### src/uml_pkg.sv
// constants and types shared by the serial transceiver register block
package uml_pkg;
	localparam int          SEL_W        = 3;
	localparam int          DATA_W       = 8;
	localparam int          QUEUE_DEPTH  = 16;
	localparam int          CNT_W        = 5;
	localparam logic [2:0]  SEL_DATA     = 3'h0;
	localparam logic [2:0]  SEL_IER      = 3'h1;
	localparam logic [2:0]  SEL_ISR_QCR  = 3'h2;
	localparam logic [2:0]  SEL_LCR      = 3'h3;
	localparam logic [2:0]  SEL_MCR      = 3'h4;
	localparam logic [2:0]  SEL_LSR      = 3'h5;
	localparam logic [2:0]  SEL_MSR      = 3'h6;
	localparam logic [2:0]  SEL_SCR      = 3'h7;
	localparam int          LCR_STOP_BIT = 2;
	localparam int          LCR_PAR_BIT  = 3;
	localparam int          LCR_EVEN_BIT = 4;
	localparam int          LCR_DIV_BIT  = 7;
	localparam int          MCR_TRDY_BIT = 0;
	localparam int          MCR_RTS_BIT  = 1;
	localparam int          MCR_OUT1_BIT = 2;
	localparam int          MCR_OUT2_BIT = 3;
	localparam int          MCR_LOOP_BIT = 4;
	localparam int          MSR_CTS_BIT  = 4;
	localparam int          QCR_EN_BIT   = 0;
	localparam int          QCR_RXCL_BIT = 1;
	localparam int          QCR_TXCL_BIT = 2;
	localparam logic [7:0]  LCR_RST      = 8'h00;
	localparam logic [7:0]  MCR_RST      = 8'h00;
	localparam logic [7:0]  IER_RST      = 8'h00;
	localparam logic [7:0]  SCR_RST      = 8'h00;
	localparam logic [7:0]  DIV_RST      = 8'h00;
	localparam logic [3:0]  LAST_TICK    = 4'hF;
	localparam logic [3:0]  MID_TICK     = 4'h7;
	localparam logic [3:0]  ISR_NONE     = 4'h1;
	localparam logic [3:0]  ISR_LINE     = 4'h6;
	localparam logic [3:0]  ISR_RXDATA   = 4'h4;
	localparam logic [3:0]  ISR_THRE     = 4'h2;
	localparam logic [3:0]  ISR_MODEM    = 4'h0;
	localparam logic [4:0]  TRIG_0       = 5'h01;
	localparam logic [4:0]  TRIG_1       = 5'h04;
	localparam logic [4:0]  TRIG_2       = 5'h08;
	localparam logic [4:0]  TRIG_3       = 5'h0E;
	typedef enum logic [2:0] {
		UML_IDLE  = 3'b000,
		UML_START = 3'b001,
		UML_DATA  = 3'b011,
		UML_PAR   = 3'b010,
		UML_STOP  = 3'b110
	} uml_ser_t;
endpackage

### src/uml_top.sv
// serial transceiver: host register decode, queues, framing and modem lines
`timescale 1ns/100ps
`default_nettype none

module uml_fifo #(
	parameter int WIDTH = 8,
	parameter int DEPTH = 32
) (
	input  wire logic                       clk,
	input  wire logic                       rst_n,
	input  wire logic                       ce,
	input  wire logic                       clr,
	input  wire logic                       in_valid,
	output logic                            in_ready,
	input  wire logic [WIDTH-1:0]           in_data,
	output logic                            out_valid,
	input  wire logic                       out_ready,
	output logic [WIDTH-1:0]                out_data,
	output logic [$clog2(DEPTH+1)-1:0]      count
);
	localparam int AW = $clog2(DEPTH);
	localparam int CW = $clog2(DEPTH+1);
	typedef struct packed {
		logic [DEPTH-1:0][WIDTH-1:0] mem;
		logic [AW-1:0]               wp;
		logic [AW-1:0]               rp;
		logic [CW-1:0]               cnt;
	} uml_fifo_st_t;
	uml_fifo_st_t st_q, st_d;
	logic push, pop;

	assign in_ready  = (st_q.cnt != CW'(DEPTH));
	assign out_valid = (st_q.cnt != '0);
	assign out_data  = st_q.mem[st_q.rp];
	assign count     = st_q.cnt;
	assign push      = in_valid & in_ready;
	assign pop       = out_valid & out_ready;

	always_comb begin
		st_d = st_q;
		if (clr) begin
			st_d.wp  = '0;
			st_d.rp  = '0;
			st_d.cnt = '0;
		end else begin
			if (push) begin
				st_d.mem[st_q.wp] = in_data;
				st_d.wp = (st_q.wp == AW'(DEPTH-1)) ? '0 : st_q.wp + 1'b1;
			end
			if (pop) begin
				st_d.rp = (st_q.rp == AW'(DEPTH-1)) ? '0 : st_q.rp + 1'b1;
			end
			if (push && !pop) begin
				st_d.cnt = st_q.cnt + 1'b1;
			end else if (pop && !push) begin
				st_d.cnt = st_q.cnt - 1'b1;
			end
		end
	end

	always_ff @(posedge clk or negedge rst_n) begin
		if (!rst_n) begin
			st_q <= '0;
		end else if (ce) begin
			st_q <= st_d;
		end
	end
endmodule

module uml_top (
	input  wire logic                        CLOCK,
	input  wire logic                        RESETN,
	input  wire logic                        CE,
	input  wire logic                        CS_N,
	input  wire logic                        RD_N,
	input  wire logic                        WR_N,
	input  wire logic [uml_pkg::SEL_W-1:0]   SEL,
	input  wire logic [uml_pkg::DATA_W-1:0]  DIN,
	output logic [uml_pkg::DATA_W-1:0]       DOUT,
	output logic                             DOUT_OE,
	input  wire logic                        RX,
	output logic                             TX,
	input  wire logic                        CTS_N,
	input  wire logic                        DSR_N,
	input  wire logic                        RI_N,
	input  wire logic                        CD_N,
	output logic                             DTR_N,
	output logic                             RTS_N,
	output logic                             INT
);
	import uml_pkg::*;

	typedef struct packed {
		logic [2:0]  rd_s;
		logic [2:0]  wr_s;
		logic [2:0]  sel_s1;
		logic [2:0]  sel_s2;
		logic [7:0]  din_s1;
		logic [7:0]  din_s2;
		logic [4:0]  pin_s1;
		logic [4:0]  pin_s2;
		logic [3:0]  stat_prev;
		logic [7:0]  line_control;
		logic [7:0]  modem_control;
		logic [7:0]  interrupt_enable;
		logic [7:0]  scr;
		logic [7:0]  dll;
		logic [7:0]  divisor_high;
		logic        q_en;
		logic [1:0]  trig;
		logic        err_ovr;
		logic        err_par;
		logic        err_frm;
		logic [3:0]  msr_dl;
		logic [15:0] baud;
		uml_ser_t    tx_st;
		logic [3:0]  tx_tick;
		logic [2:0]  tx_bitn;
		logic [7:0]  tx_sh;
		logic        tx_par;
		logic        tx_bit;
		logic        tx_stop2;
		uml_ser_t    rx_st;
		logic [3:0]  rx_tick;
		logic [2:0]  rx_bitn;
		logic [7:0]  rx_sh;
		logic        rx_par;
		logic        rx_pe;
		logic        tx_pin;
		logic        dtr_n;
		logic        rts_n;
		logic        int_o;
		logic [7:0]  dout;
		logic        dout_oe;
	} uml_st_t;

	uml_st_t     st_q, st_d;
	logic        rd_fire, wr_fire, dlab, loop, tick, line_in;
	logic [2:0]  rsel;
	logic [7:0]  wdat, rd_val, line_status, modem_status, interrupt_status;
	logic [3:0]  stat, isr_code;
	logic [2:0]  last_bit;
	logic        txq_in_valid, txq_in_ready, txq_valid, txq_pop;
	logic        rxq_push, rxq_in_ready, rxq_valid, rxq_pop, rx_clr, tx_clr;
	logic [7:0]  txq_data, rxq_data, rx_word;
	logic [CNT_W-1:0] txq_cnt, rxq_cnt;
	logic        rx_done;

	function automatic logic [7:0] mask_len(input logic [7:0] d, input logic [1:0] wl);
		mask_len = d & (8'hFF >> (2'd3 - wl));
	endfunction

	function automatic logic [4:0] trig_level(input logic [1:0] s);
		case (s)
			2'd0: trig_level = TRIG_0;
			2'd1: trig_level = TRIG_1;
			2'd2: trig_level = TRIG_2;
			default: trig_level = TRIG_3;
		endcase
	endfunction

	// queues hold 16 bytes each; a write to a full transmit queue is dropped
	uml_fifo #(.WIDTH(DATA_W), .DEPTH(QUEUE_DEPTH)) u_txq (
		.clk       (CLOCK),
		.rst_n     (RESETN),
		.ce        (CE),
		.clr       (tx_clr),
		.in_valid  (txq_in_valid),
		.in_ready  (txq_in_ready),
		.in_data   (wdat),
		.out_valid (txq_valid),
		.out_ready (txq_pop),
		.out_data  (txq_data),
		.count     (txq_cnt)
	);

	uml_fifo #(.WIDTH(DATA_W), .DEPTH(QUEUE_DEPTH)) u_rxq (
		.clk       (CLOCK),
		.rst_n     (RESETN),
		.ce        (CE),
		.clr       (rx_clr),
		.in_valid  (rxq_push),
		.in_ready  (rxq_in_ready),
		.in_data   (rx_word),
		.out_valid (rxq_valid),
		.out_ready (rxq_pop),
		.out_data  (rxq_data),
		.count     (rxq_cnt)
	);

	// host strobes act on the edge seen after two synchroniser stages
	assign rd_fire  = st_q.rd_s[1] & ~st_q.rd_s[2];
	assign wr_fire  = st_q.wr_s[1] & ~st_q.wr_s[2];
	assign rsel     = st_q.sel_s2;
	assign wdat     = st_q.din_s2;
	assign dlab     = st_q.line_control[LCR_DIV_BIT];
	assign loop     = st_q.modem_control[MCR_LOOP_BIT];
	assign last_bit = 3'd4 + {1'b0, st_q.line_control[1:0]};
	assign tick     = (st_q.baud == 16'h0000);
	// status order: cts, dsr, ri, cd; loop-back feeds them from modem control
	assign stat = loop ? {st_q.modem_control[MCR_RTS_BIT], st_q.modem_control[MCR_TRDY_BIT],
		st_q.modem_control[MCR_OUT1_BIT], st_q.modem_control[MCR_OUT2_BIT]} : ~st_q.pin_s2[3:0];
	assign line_in  = loop ? st_q.tx_bit : st_q.pin_s2[4];
	assign txq_in_valid = wr_fire && rsel == SEL_DATA && !dlab;
	assign rxq_pop  = rd_fire && rsel == SEL_DATA && !dlab;
	assign tx_clr   = wr_fire && rsel == SEL_ISR_QCR && wdat[QCR_TXCL_BIT];
	assign rx_clr   = wr_fire && rsel == SEL_ISR_QCR && wdat[QCR_RXCL_BIT];
	assign txq_pop  = (st_q.tx_st == UML_IDLE) && txq_valid;
	assign rx_done  = (st_q.rx_st == UML_STOP) && tick && st_q.rx_tick == LAST_TICK;
	assign rxq_push = rx_done;
	assign rx_word  = st_q.rx_sh >> (2'd3 - st_q.line_control[1:0]);

	always_comb begin
		line_status = {1'b0, !txq_valid && st_q.tx_st == UML_IDLE, !txq_valid, 1'b0,
			st_q.err_frm, st_q.err_par, st_q.err_ovr, rxq_valid};
		modem_status = {stat[0], stat[1], stat[2], stat[3], st_q.msr_dl};
		if (st_q.interrupt_enable[2] && (st_q.err_ovr || st_q.err_par || st_q.err_frm)) begin
			isr_code = ISR_LINE;
		end else if (st_q.interrupt_enable[0] && (st_q.q_en ? rxq_cnt >= trig_level(st_q.trig)
			: rxq_valid)) begin
			isr_code = ISR_RXDATA;
		end else if (st_q.interrupt_enable[1] && !txq_valid) begin
			isr_code = ISR_THRE;
		end else if (st_q.interrupt_enable[3] && |st_q.msr_dl) begin
			isr_code = ISR_MODEM;
		end else begin
			isr_code = ISR_NONE;
		end
		interrupt_status = {st_q.q_en, st_q.q_en, 2'b00, isr_code};
		if (rsel == SEL_DATA) begin
			rd_val = dlab ? st_q.dll : rxq_data;
		end else if (rsel == SEL_IER) begin
			rd_val = dlab ? st_q.divisor_high : st_q.interrupt_enable;
		end else if (rsel == SEL_ISR_QCR) begin
			rd_val = interrupt_status;
		end else if (rsel == SEL_LCR) begin
			rd_val = st_q.line_control;
		end else if (rsel == SEL_MCR) begin
			rd_val = st_q.modem_control;
		end else if (rsel == SEL_LSR) begin
			rd_val = line_status;
		end else if (rsel == SEL_MSR) begin
			rd_val = modem_status;
		end else begin
			rd_val = st_q.scr;
		end
	end

	always_comb begin
		st_d = st_q;
		st_d.rd_s   = {st_q.rd_s[1:0], ~RD_N & ~CS_N};
		st_d.wr_s   = {st_q.wr_s[1:0], ~WR_N & ~CS_N};
		st_d.sel_s1 = SEL;
		st_d.sel_s2 = st_q.sel_s1;
		st_d.din_s1 = DIN;
		st_d.din_s2 = st_q.din_s1;
		st_d.pin_s1 = {RX, CTS_N, DSR_N, RI_N, CD_N};
		st_d.pin_s2 = st_q.pin_s1;
		st_d.stat_prev = stat;
		st_d.baud = tick ? (({st_q.divisor_high, st_q.dll} == 16'h0000) ? 16'h0000
			: {st_q.divisor_high, st_q.dll} - 16'h0001) : st_q.baud - 16'h0001;
		// clears on read first, so a same-cycle event below still sets
		if (rd_fire && rsel == SEL_LSR) begin
			st_d.err_ovr = 1'b0;
			st_d.err_par = 1'b0;
			st_d.err_frm = 1'b0;
		end
		if (rd_fire && rsel == SEL_MSR) begin
			st_d.msr_dl = 4'h0;
		end
		if (stat[3] != st_q.stat_prev[3]) begin
			st_d.msr_dl[0] = 1'b1;
		end
		if (stat[2] != st_q.stat_prev[2]) begin
			st_d.msr_dl[1] = 1'b1;
		end
		if (!stat[1] && st_q.stat_prev[1]) begin
			st_d.msr_dl[2] = 1'b1;
		end
		if (stat[0] != st_q.stat_prev[0]) begin
			st_d.msr_dl[3] = 1'b1;
		end
		// divisor bytes are untouched by any other write
		if (wr_fire) begin
			if (rsel == SEL_DATA && dlab) begin
				st_d.dll = wdat;
			end else if (rsel == SEL_IER) begin
				if (dlab) begin
					st_d.divisor_high = wdat;
				end else begin
					st_d.interrupt_enable = {4'h0, wdat[3:0]};
				end
			end else if (rsel == SEL_ISR_QCR) begin
				st_d.q_en = wdat[QCR_EN_BIT];
				st_d.trig = wdat[7:6];
			end else if (rsel == SEL_LCR) begin
				st_d.line_control = wdat;
			end else if (rsel == SEL_MCR) begin
				st_d.modem_control = {3'b000, wdat[4:0]};
			end else if (rsel == SEL_SCR) begin
				st_d.scr = wdat;
			end
		end
		// a new divisor restarts the rate counter, else an old long count must run out first
		if (wr_fire && dlab && (rsel == SEL_DATA || rsel == SEL_IER)) begin
			st_d.baud = 16'h0000;
		end
		case (st_q.tx_st)
			UML_IDLE: begin
				st_d.tx_bit = 1'b1;
				if (txq_valid) begin
					st_d.tx_sh    = mask_len(txq_data, st_q.line_control[1:0]);
					st_d.tx_par   = ^mask_len(txq_data, st_q.line_control[1:0])
						^ ~st_q.line_control[LCR_EVEN_BIT];
					st_d.tx_tick  = 4'h0;
					st_d.tx_bit   = 1'b0;
					st_d.tx_stop2 = 1'b0;
					st_d.tx_st    = UML_START;
				end
			end
			UML_START: begin
				if (tick) begin
					st_d.tx_tick = st_q.tx_tick + 4'h1;
					if (st_q.tx_tick == LAST_TICK) begin
						st_d.tx_bit  = st_q.tx_sh[0];
						st_d.tx_bitn = 3'd0;
						st_d.tx_st   = UML_DATA;
					end
				end
			end
			UML_DATA: begin
				if (tick) begin
					st_d.tx_tick = st_q.tx_tick + 4'h1;
					if (st_q.tx_tick == LAST_TICK) begin
						st_d.tx_sh   = st_q.tx_sh >> 1;
						st_d.tx_bitn = st_q.tx_bitn + 3'd1;
						st_d.tx_bit  = st_q.tx_sh[1];
						if (st_q.tx_bitn == last_bit) begin
							st_d.tx_bit = st_q.line_control[LCR_PAR_BIT] ? st_q.tx_par : 1'b1;
							st_d.tx_st  = st_q.line_control[LCR_PAR_BIT] ? UML_PAR : UML_STOP;
						end
					end
				end
			end
			UML_PAR: begin
				if (tick) begin
					st_d.tx_tick = st_q.tx_tick + 4'h1;
					if (st_q.tx_tick == LAST_TICK) begin
						st_d.tx_bit = 1'b1;
						st_d.tx_st  = UML_STOP;
					end
				end
			end
			default: begin
				st_d.tx_bit = 1'b1;
				if (tick) begin
					st_d.tx_tick = st_q.tx_tick + 4'h1;
					if (st_q.tx_tick == LAST_TICK) begin
						// second stop bit when selected; 1.5 stop bits send as two
						if (st_q.line_control[LCR_STOP_BIT] && !st_q.tx_stop2) begin
							st_d.tx_stop2 = 1'b1;
						end else begin
							st_d.tx_st = UML_IDLE;
						end
					end
				end
			end
		endcase
		case (st_q.rx_st)
			UML_IDLE: begin
				// a high line carries nothing; only a low level starts a frame
				if (!line_in) begin
					st_d.rx_tick = 4'h0;
					st_d.rx_par  = ~st_q.line_control[LCR_EVEN_BIT];
					st_d.rx_st   = UML_START;
				end
			end
			UML_START: begin
				if (tick) begin
					st_d.rx_tick = st_q.rx_tick + 4'h1;
					if (st_q.rx_tick == MID_TICK) begin
						st_d.rx_tick = 4'h0;
						st_d.rx_bitn = 3'd0;
						st_d.rx_pe   = 1'b0;
						st_d.rx_st   = line_in ? UML_IDLE : UML_DATA;
					end
				end
			end
			UML_DATA: begin
				if (tick) begin
					st_d.rx_tick = st_q.rx_tick + 4'h1;
					if (st_q.rx_tick == LAST_TICK) begin
						st_d.rx_sh   = {line_in, st_q.rx_sh[7:1]};
						st_d.rx_par  = st_q.rx_par ^ line_in;
						st_d.rx_bitn = st_q.rx_bitn + 3'd1;
						if (st_q.rx_bitn == last_bit) begin
							st_d.rx_st = st_q.line_control[LCR_PAR_BIT] ? UML_PAR : UML_STOP;
						end
					end
				end
			end
			UML_PAR: begin
				if (tick) begin
					st_d.rx_tick = st_q.rx_tick + 4'h1;
					if (st_q.rx_tick == LAST_TICK) begin
						st_d.rx_pe = st_q.rx_par ^ line_in;
						st_d.rx_st = UML_STOP;
					end
				end
			end
			default: begin
				if (tick) begin
					st_d.rx_tick = st_q.rx_tick + 4'h1;
					if (st_q.rx_tick == LAST_TICK) begin
						st_d.rx_st = UML_IDLE;
						if (!rxq_in_ready) begin
							st_d.err_ovr = 1'b1;
						end
						if (st_q.rx_pe) begin
							st_d.err_par = 1'b1;
						end
						if (!line_in) begin
							st_d.err_frm = 1'b1;
						end
					end
				end
			end
		endcase
		st_d.tx_pin  = st_d.modem_control[MCR_LOOP_BIT] ? 1'b1 : st_d.tx_bit;
		st_d.dtr_n   = ~st_d.modem_control[MCR_TRDY_BIT];
		st_d.rts_n   = ~st_d.modem_control[MCR_RTS_BIT];
		st_d.int_o   = (isr_code != ISR_NONE);
		st_d.dout_oe = st_q.rd_s[1];
		if (rd_fire) begin
			st_d.dout = rd_val;
		end
	end

	always_ff @(posedge CLOCK or negedge RESETN) begin
		if (!RESETN) begin
			st_q         <= '0;
			st_q.rd_s    <= 3'b000;
			st_q.line_control     <= LCR_RST;
			st_q.modem_control     <= MCR_RST;
			st_q.interrupt_enable     <= IER_RST;
			st_q.scr     <= SCR_RST;
			st_q.dll     <= DIV_RST;
			st_q.divisor_high     <= DIV_RST;
			st_q.tx_st   <= UML_IDLE;
			st_q.rx_st   <= UML_IDLE;
			st_q.tx_bit  <= 1'b1;
			st_q.tx_pin  <= 1'b1;
			st_q.dtr_n   <= 1'b1;
			st_q.rts_n   <= 1'b1;
			st_q.pin_s1  <= 5'h1F;
			st_q.pin_s2  <= 5'h1F;
		end else if (CE) begin
			st_q <= st_d;
		end
	end

	assign TX      = st_q.tx_pin;
	assign DTR_N   = st_q.dtr_n;
	assign RTS_N   = st_q.rts_n;
	assign INT     = st_q.int_o;
	assign DOUT    = st_q.dout;
	assign DOUT_OE = st_q.dout_oe;

	chk_trdy_write : assert property (
		@(posedge CLOCK) disable iff (!RESETN)
		(CE && wr_fire && rsel == SEL_MCR) |=> (DTR_N == !$past(wdat[0])))
		else $error("terminal ready does not follow modem control bit 0");
	chk_rts_write : assert property (
		@(posedge CLOCK) disable iff (!RESETN)
		(CE && wr_fire && rsel == SEL_MCR) |=> (RTS_N == !$past(wdat[1])))
		else $error("request to send does not follow modem control bit 1");
	chk_loop_tx_high : assert property (
		@(posedge CLOCK) disable iff (!RESETN)
		st_q.modem_control[MCR_LOOP_BIT] |-> TX)
		else $error("transmit pin not high in loop-back");
	chk_idle_tx_high : assert property (
		@(posedge CLOCK) disable iff (!RESETN)
		(st_q.tx_st == UML_IDLE) |-> TX)
		else $error("transmit pin not high while idle");
	chk_ring_event : assert property (
		@(posedge CLOCK) disable iff (!RESETN)
		(CE && !loop && st_q.pin_s2[1] && st_q.stat_prev[1]) |=> st_q.msr_dl[2])
		else $error("ring indicator rise not flagged");
	chk_cts_status : assert property (
		@(posedge CLOCK) disable iff (!RESETN)
		(CE && rd_fire && rsel == SEL_MSR && !loop) |=> (DOUT[MSR_CTS_BIT] == !$past(st_q.pin_s2[3])))
		else $error("modem status bit 4 does not show clear to send");
	chk_div_low_read : assert property (
		@(posedge CLOCK) disable iff (!RESETN)
		(CE && rd_fire && rsel == SEL_DATA && dlab) |=> (DOUT == $past(st_q.dll)))
		else $error("divisor low byte not returned at code 0");
	chk_div_kept : assert property (
		@(posedge CLOCK) disable iff (!RESETN)
		(CE && wr_fire && rsel == SEL_LCR) |=> ($stable(st_q.dll) && $stable(st_q.divisor_high)))
		else $error("divisor changed by a line control write");
	chk_reserved_wr : assert property (
		@(posedge CLOCK) disable iff (!RESETN)
		(CE && wr_fire && (rsel == SEL_LSR || rsel == SEL_MSR))
			|=> ($stable(st_q.scr) && $stable(st_q.modem_control) && $stable(st_q.line_control)))
		else $error("reserved write changed a register");
endmodule

`default_nettype wire

### config.mk
export PLATFORM = sky130hd
export DESIGN_NAME = uml_top
export DESIGN_NICKNAME = d
export VERILOG_FILES = /design/src/uml_pkg.sv /design/src/uml_top.sv
export SDC_FILE = /design/constraint.sdc
export NUM_CORES = 1
export LEC_CHECK = 0
export BUFFER_PORTS_ARGS = -buffer_cell sky130_fd_sc_hd__buf_2
export CORE_MARGIN = 10
export CORE_UTILIZATION = 55
export DETAILED_ROUTE_END_ITERATION = 8
export PLACE_DENSITY = 0.77
export SLEW_MARGIN = 20
export SYNTH_ARGS = -nofsm -noshare
export SYNTH_HDL_FRONTEND = slang
export SYNTH_SLANG_ARGS = --single-unit
### constraint.sdc
create_clock -name CLOCK -period 4.43 [get_ports CLOCK]
set_clock_uncertainty 0.05 [all_clocks]
set_input_delay 0.443 -clock CLOCK [delete_from_list [all_inputs] [get_ports CLOCK]]
set_output_delay 0.443 -clock CLOCK [all_outputs]
set_load 0.1 [all_outputs]
Word level (Yosys, flattened, before mapping)
Index checks and enable logic that the tools add are counted.
Word-level totals
  flip-flop bits (word level): 445
  bits of input ports: 22
  output and inout port bits: 13
  logic and storage cells: 417
Cells by class
  add/subtract/negate cells: 16
  magnitude comparators: 7
  eq/ne operators: 48
  shift operators: 2
  muxes and demuxes: 129
  bitwise gates (word level): 29
  reductions and logical operators: 103
Operators by type and width (count)
  128-bit bitwise mux: 2
  8-bit 2-to-1 mux: 22
  8-bit binary-select mux with 4-bit select: 2
  8-bit demux with 4-bit select: 2
  3-bit 2-to-1 mux: 19
  7-bit one-hot mux with 4 select lines: 2
  16-bit 2-to-1 mux: 3
  4-bit 2-to-1 mux: 12
  5-bit 2-to-1 mux: 9
  7-bit 2-to-1 mux: 6
  6-bit AND reduction: 7
  40-bit 2-to-1 mux: 1
  2-bit nonzero test: 17
  11-bit 2-to-1 mux: 3
  16-bit zero test: 2
  2-bit inequality test (second input constant): 16
  16-bit by 1-bit subtractor with 16-bit output (second input constant): 2
  10-bit 2-to-1 mux: 3
  1-bit logical AND: 28
  1-bit 2-to-1 mux: 27
  13-bit 2-to-1 mux: 2
  5-bit AND reduction: 5
  4-bit by 1-bit adder with 4-bit output (second input constant): 6
  4-bit == test (second input constant): 6
  other kinds (52): 130

Logic depth before layout (Yosys ltp)
Gate-level depths: netlist of the first run.
  depth after elaboration: 12
  mapped depth: 14

Hierarchy
Synthesis of the first run repeated with hierarchy kept, for this count alone.
Unflattened totals
  cells, all modules: 1824
  area total of the unflattened synthesis: 23304.9 um2
Modules (own cells, without submodules)
  uml_top: times used 1, cells each 866, area each 8886.0 um2, sequential area each 4071.4 um2
  uml_fifo at u_txq: times used 1, cells each 482, area each 7295.7 um2, sequential area each 3528.4 um2
  uml_fifo at u_rxq: times used 1, cells each 476, area each 7123.1 um2, sequential area each 3528.4 um2

Least setup slack after synthesis of the first run
OpenSTA, ideal clock, no wires.
  kind: register -> register
  start: reg st_q[65] in the netlist's numbering
  end: reg u_rxq.st_q, in the netlist u_rxq.count[4]
  arrival time: 3041 ps
  data required time: 4245 ps
  setup slack: 1203 ps
  cell stages (with the launch flop): 13
  buffers on the path: 1
  clock period less this slack: 3227 ps
  cell sequence: dfrtp_1 -> or4_4 -> or3_1 -> buf_4 -> nor3_2 -> nand2_1 -> ha_1 -> nor2b_1 -> o21ai_0 -> nand2b_1 -> a31oi_1 -> mux2i_1 -> o22ai_1
On the way
  longest elaborated chain between the ends: 8
RTL lines
  start: declaration: line uml_top.sv:137  | uml_st_t st_q, st_d;
  start signal: assignment: line uml_top.sv:458  | st_q <= st_d;
  16-bit zero test *: line uml_top.sv:199  | assign tick = (st_q.baud == 16'h0000);
  1-bit logical AND * (2 in series): line uml_top.sv:209  | assign rx_done = (st_q.rx_st == UML_STOP) && tick && st_q.rx_tick == LAST_TICK;
  1-bit AND *: line uml_top.sv:36  | assign push = in_valid & in_ready;
  1-bit zero test: line uml_top.sv:55  | end else if (pop && !push) begin
  1-bit logical AND: line uml_top.sv:55
  3-bit nonzero test (no source line)
  2-bit AND reduction (no source line)
  end signal: assignment: line uml_top.sv:65  | st_q <= st_d;
  end: declaration: line uml_top.sv:29  | uml_fifo_st_t st_q, st_d;
Mark *: on every way between the ends. The rest lies on a longest branch, timed or not.
A chain may end at the register's enable or synchronous reset.

Worst setup path in the final report of the first run
  start: reg st_q[65] in the netlist's numbering
  end: reg u_rxq.st_q[21] in the netlist's numbering
On the way
  longest elaborated chain between the ends: 5
RTL lines (line)
  16-bit zero test: uml_top.sv:199
  1-bit logical AND (2 in series): uml_top.sv:209
  1-bit AND: uml_top.sv:36
  3-bit AND reduction (no source line)
Every way passes these cells.

==> flow_metrics.env, run 1 <==
export IMPL_grt_start_max_net_pins=109
export IMPL_drive_gt1_share_pct=28.78
export IMPL_mostFrequentLayoutCells="dfrtp_1 (428), mux2_2 (286), nand2_1 (207), o21ai_0 (139), mux4_2 (74)"
export IMPL_slowest_delay_ps=740
export IMPL_place_port_buffers=34
export IMPL_synth_area_leaders="dfrtp_1 (49%), mux2_2 (15%), mux4_2 (7.6%)"
export IMPL_cts_sinks=444
export IMPL_slew_viol_final=0
export IMPL_rr_startpoint="st_q[65]"
export IMPL_coreArea_um2=38920
export IMPL_path_clk_slew_ps=60
export IMPL_yosys_area_top_type="dfrtp_1"
export IMPL_synthCells=1830
export IMPL_die_w_um=219.2
export IMPL_hold_ws_ps=42.26
export IMPL_vias=15085
export IMPL_grt_pass1_vias=15117
export IMPL_root_buffer="clkbuf_16"
export IMPL_die_area_um2=48030
export IMPL_io_pins=35
export IMPL_nets=1875
export IMPL_critPathSlowestCell="nor4_4"
export IMPL_worstSkewPairLatency_ps=580
export IMPL_grt_use_met3_pct=3.686
export IMPL_grt_pass1_wl_um=84880
export IMPL_hp_class="input port to register"
export IMPL_setup_viol=0
export IMPL_startpoint_type="register"
export IMPL_drtIter0Drc=1383
export IMPL_fillers=2964
export IMPL_crit_path_max_fanout=13
export IMPL_fin_tns_setup_ps=0
export IMPL_hold_violations=0
export IMPL_wl_per_cell_um=22.10
export IMPL_routed_wl_um=52540
export IMPL_cap_violations=0
export IMPL_numCtsBuffers=46
export IMPL_vdd_ir_drop_max_uv=413.3
export IMPL_gr_usage_met2_pct=34.74
export IMPL_final_area_um2=24050
export IMPL_synth_warnings=0
export IMPL_synth_ff_type="dfrtp_1"
export IMPL_ant_nets=0
export IMPL_final_common_cell="dfrtp_1"
export IMPL_dpl_instance_area_um2=22410
export IMPL_switching_share_pct=32.62
export IMPL_place_gp_congestion=0.9236
export IMPL_gr_usage_met1_pct=30.72
export IMPL_avgSynthCellArea_um2=11.92
export IMPL_crit_chain="or4_4 > or3_1 > nor4_4 > nand2b_1 > nor3b_4 > mux2_2"
export IMPL_relSlewSlack_pct=23.29
export IMPL_power_density_nw_per_um2=482.9
export IMPL_clockBufferDepth=3
export IMPL_rows=72
export IMPL_period_needed_ps=3805
export IMPL_r2r_setup_slack_ps=630
export IMPL_end_kind="register"
export IMPL_postCtsSetupBuffers=0
export IMPL_worstPathArrival_ps=4210
export IMPL_die_h_um=219.2
export IMPL_status="finished clean"
export IMPL_power_w=0.01161
export IMPL_p_switching_w=0.003789
export IMPL_synth_edf_count=0
export IMPL_synth_seq_cells=444
export IMPL_path_class="register to register"
export IMPL_max_freq_ghz=0.2628
export IMPL_htreeDepth=2
export IMPL_vias_per_cell=6.346
export IMPL_synth_top_area_share_pct=49.33
export IMPL_synth_nets=1882
export IMPL_syn_area_um2=21810
export IMPL_combPwrFrac_pct=21.9
export IMPL_leakagePower_nw=11.01
export IMPL_start_util_pct=56.05
export IMPL_antenna_found_initial=1
export IMPL_worst_pin_slew_ps=1151
export IMPL_drc=0
export IMPL_worst_hold_startpoint="CD_N"
export IMPL_clkPwrFrac_pct=34.9
export IMPL_required_ps=4840
export IMPL_n_antenna_cell=0
export IMPL_cts_tree="done"
export IMPL_dr_pass1_iters=7
export IMPL_hpwl_um=35180
export IMPL_whs_path_depth=2
export IMPL_synthArstFlopShare_pct=100.0
export IMPL_worstHoldEndpoint="st_d[132]"
export IMPL_rsz0062_at_grt="false"
export IMPL_yosysSeqAreaShare_pct=51.01
export IMPL_top_usage_layer="met2"
export IMPL_synth_cell_types=76
export IMPL_grt_usage_pct=22.26
export IMPL_finalCritPeriodShare_pct=85.89
export IMPL_r2r_end="u_rxq.st_q[21]"
export IMPL_p_int_w=0.007824
export IMPL_rr_worst_depth=6
export IMPL_power_frac_seq_pct=43.3
export IMPL_gr_total_overflow=0
export IMPL_area_delta_synth_final_pct=10.25
## logic make-up after synthesis
group                    Yosys count  synth area share (%)
AND/OR/NAND/NOR                  444                 9.751
flip-flops                       444                 51.01
multiplexers                     388                 23.70
AO/OA/AOI/OAI                    324                 9.045
buffers and inverters            160                 3.034
XOR/XNOR                          40                 1.669
adder cells (fa/ha/maj)           30                 1.790
## metal layers
layer	part of all wire (%)	vias up
li1	-	6656
met1	43	7719
met2	47	563
met3	6.4	145
met4	3.6	2
met5	0.025	-
## layout make-up
cell class / instances / area (µm²) / share of cell area, %
sequential: 444 / 11130 / 46.28
multi-input combinational: 1226 / 10050 / 41.77
clock buffer: 68 / 1405 / 5.842
tap: 518 / 648.1 / 2.695
timing repair buffer: 66 / 480.5 / 1.998
clock inverter: 16 / 192.7 / 0.8012
inverter: 39 / 146.4 / 0.6087
## power groups by stage
stage / Clock (W) / Combinational (W) / Sequential [W]
floorplan: 0 / 0.00194 / 0.00491
global placement: 0 / 0.00245 / 0.00505
detailed placement: 0 / 0.00250 / 0.00508
CTS: 0.00409 / 0.00252 / 0.00501
global route: 0.00426 / 0.00277 / 0.00509
finish: 0.00405 / 0.00254 / 0.00503
## through the flow
step                      utilization [%]  instances  setup WS (ps)
after detailed placement            57.58       2290          682.6
after floorplan                         -       1830           1203
final                               61.80       2377          625.1
after global routing                61.80       2377          463.9
after CTS                           61.76       2377          675.7
after global placement              57.56       2290          845.8
## worst max-delay path by stage
stage                   from             end  slack [ps]  cells past startpoint
detailed placement  st_q[65]  u_rxq.st_q[14]         680                      6
finish              st_q[65]  u_rxq.st_q[21]         630                      6
CTS                 st_q[65]  u_rxq.st_q[21]         680                      6
global placement    st_q[65]  u_rxq.st_q[23]         850                      6
global route        st_q[65]  u_rxq.st_q[40]         460                      6
floorplan           st_q[65]  u_rxq.count[4]        1200                     12
## registers in the layout, summed over array words and instances (netlist names), 3 cells and up
| register | cells |
|---|---|
| wdat | 8 |
| st_q | 109 |
| rsel | 3 |
| line_status | 3 |
| DOUT | 8 |
| st_d | 20 |
| u_rxq.st_q | 136 |
| u_txq.st_q | 136 |
| modem_status | 4 |
| u_rxq.count | 5 |
| u_txq.count | 5 |
## cells in the mapped netlist (8+ instances only)
library cell  instances
nand4_1              14
clkbuf_1             84
and3_1               12
or3_1                 8
o21ai_0             140
mux4_2               74
xnor2_1              22
a21oi_1              56
nor3_1               31
mux2i_1              26
o22ai_1              11
buf_1                11
dfstp_2              14
nor2b_1              10
nand2_1             207
and2_1                8
dfrtp_1             430
nor2_1               69
a22o_1               15
buf_2                16
mux2_2              286
inv_1                39
nor4_1               10
o31ai_1              10
nand2b_1             12
nand3_1              31
a21o_1               12
xor2_1               17
a22oi_1              13
a31oi_1              14
ha_1                 28
buf_4                 9
## worst max-delay path: cells and delay by family, from the launching register on
family        cells  cell delay, ps
flops             1             420
mux               1             390
simple gates      5            2810
## what timing repair did
action	in CTS	in global routing
hold buffers	3	0
resized for setup	0	0
endpoints found under the hold margin	76	0
No activity file was read; power rests on OpenSTA's default activity.
==> run 2, diff against run 1 <==
Settings changed: SYNTH_HIERARCHICAL from default to 1.
==> run 2 against run 1 <==
Non-clock buffer count grew 14. Die area grew 6.0%. Core utilization shrank 0.69 points. Critical endpoint is now u_rxq/count[4]. Cell area grew 6.3%.
==> flow_metrics.env, run 2 <==
export IMPL_status="finished clean"
export IMPL_cap_violations=0
export IMPL_slew_viol_final=0
export IMPL_final_common_cell="dfrtp_1"
export IMPL_vias_per_cell=6.373
export IMPL_path_clk_slew_ps=60
export IMPL_cts_tree="done"
export IMPL_grt_pass1_wl_um=90090
export IMPL_hpwl_um=37120
export IMPL_grt_start_max_net_pins=116
export IMPL_nets=1855
export IMPL_critPathSlowestCell="dfrtp_1"
export IMPL_worstPathArrival_ps=4460
export IMPL_dr_pass1_iters=6
export IMPL_io_pins=35
export IMPL_slowest_delay_ps=410
export IMPL_path_delay_family="simple AND/OR/NAND/NOR gates"
export IMPL_avgSynthCellArea_um2=12.80
export IMPL_relSlewSlack_pct=23.22
export IMPL_start_util_pct=55.58
export IMPL_worstSkewPairLatency_ps=610
export IMPL_synth_warnings=6
export IMPL_postCtsSetupBuffers=0
export IMPL_crit_buf_inv=3
export IMPL_htreeDepth=2
export IMPL_root_buffer="clkbuf_16"
export IMPL_power_density_nw_per_um2=482.8
export IMPL_die_w_um=225.7
export IMPL_numCtsBuffers=48
export IMPL_area_delta_synth_final_pct=9.934
export IMPL_cts_sinks=444
export IMPL_post_route_util_pct=61.11
export IMPL_period_needed_ps=4021
export IMPL_end_kind="register"
export IMPL_grt_usage_pct=22.16
export IMPL_path_class="register to register"
export IMPL_gr_total_overflow=0
export IMPL_place_gp_congestion=0.9184
export IMPL_ant_nets=0
export IMPL_worst_pin_slew_ps=1142
export IMPL_startpoint_type="register"
export IMPL_wl_per_cell_um=23.34
export IMPL_vdd_ir_drop_max_uv=358.5
export IMPL_hold_ws_ps=25.92
export IMPL_routed_wl_um=55610
export IMPL_leakagePower_nw=11.73
export IMPL_clockBufferDepth=3
export IMPL_syn_area_um2=23260
export IMPL_drc=0
export IMPL_place_port_buffers=34
export IMPL_die_area_um2=50920
export IMPL_coreArea_um2=41850
export IMPL_fin_tns_setup_ps=0
export IMPL_synthCells=1818
export IMPL_largest_registers="u_rxq/st_q (136), u_txq/st_q (136), st_q (109)"
export IMPL_die_h_um=225.7
export IMPL_rows=75
export IMPL_hp_class="input port to register"
export IMPL_drive_gt1_share_pct=34.82
export IMPL_finalCritPeriodShare_pct=90.77
export IMPL_cts_resized=0
export IMPL_synth_nets=1869
export IMPL_setup_viol=0
export IMPL_n_antenna_cell=0
export IMPL_mostFrequentLayoutCells="dfrtp_1 (428), mux2_2 (243), nand2_1 (99), mux2_4 (96), mux4_2 (84)"
export IMPL_antenna_found_initial=0
export IMPL_grt_pass1_vias=15776
export IMPL_required_ps=4870
export IMPL_drtIter0Drc=1472
export IMPL_vias=15188
export IMPL_crit_chain="inv_1 > ha_1 > nor2b_1 > and4_1 > nand2_2 > nor4_1 > buf_4 > inv_1 > a21oi_1 > nand2_1 > ha_1 > nand2b_1 > a21oi_1 > mux2_2 > a211o_1"
export IMPL_max_freq_ghz=0.2487
export IMPL_crit_path_max_fanout=14
export IMPL_hold_buffers=12
export IMPL_rsz0062_at_grt="false"
export IMPL_hold_violations=0
[run 2: worst register-to-register path: cells and delay by family, from the launching register on]
kind	cells	cell delay, ps
AOI/OAI and AO/OA	3	680
and+or+nand+nor	6	1410
muxes	1	350
buffers and inverters	3	420
DFF	1	410
adders and majority gates	2	580
[run 2: metal layers]
| metal | global-route usage [%] | up-vias | wire, µm |
|---|---|---|---|
| met2 | 35.48 | 471 | 26660 |
| met4 | 7.146 | 0 | 1626 |
| li1 | - | 6681 | - |
| met3 | 3.243 | 121 | 2925 |
| met5 | 0 | - | 0 |
| met1 | 30.60 | 7915 | 24390 |
[run 2: final timing paths]
path                            startpoint         endpoint  slack [ps]  depth (start not counted)
worst max-delay path              st_q[54]   u_rxq/count[4]         410                         15
worst min-delay path                DIN[6]        st_d[148]          30                          2
worst max register to register    st_q[54]   u_rxq/count[4]         410                         15
worst min register to register    st_q[35]         st_q[35]         430                          2
max in group asynchronous           RESETN  u_rxq/st_q[136]        2750                          3
min in group asynchronous           RESETN        st_d[158]         460                          2
[run 2: final cells by class]
type | count | area, µm²
Clock buffer | 65 | 1335
Clock inverter | 25 | 422.9
Fill cell | 3135 | 16280
Inverter | 45 | 168.9
Multi-Input combinational cell | 1185 | 11220
Sequential cell | 444 | 11130
Tap cell | 539 | 674.4
Timing Repair Buffer | 80 | 620.6
[run 2: where the power goes]
part	internal (W)	switching, W	leakage (nW)
clock	0.00267	0.00174	0.849
combinational	0.00110	0.00168	5.06
sequential	0.00451	0.000654	5.83
[run 2: stage by stage]
step	std cells	setup slack [ps]	area (µm²)	total power, W
after global routing	2383	233.5	25570	0.01288
after global placement	2281	756.4	23680	0.007827
final	2383	409.0	25570	0.01235
after CTS	2383	507.8	25560	0.01238
after floorplan	1818	315.2	23260	0.007159
after detailed placement	2281	542.8	23680	0.007930
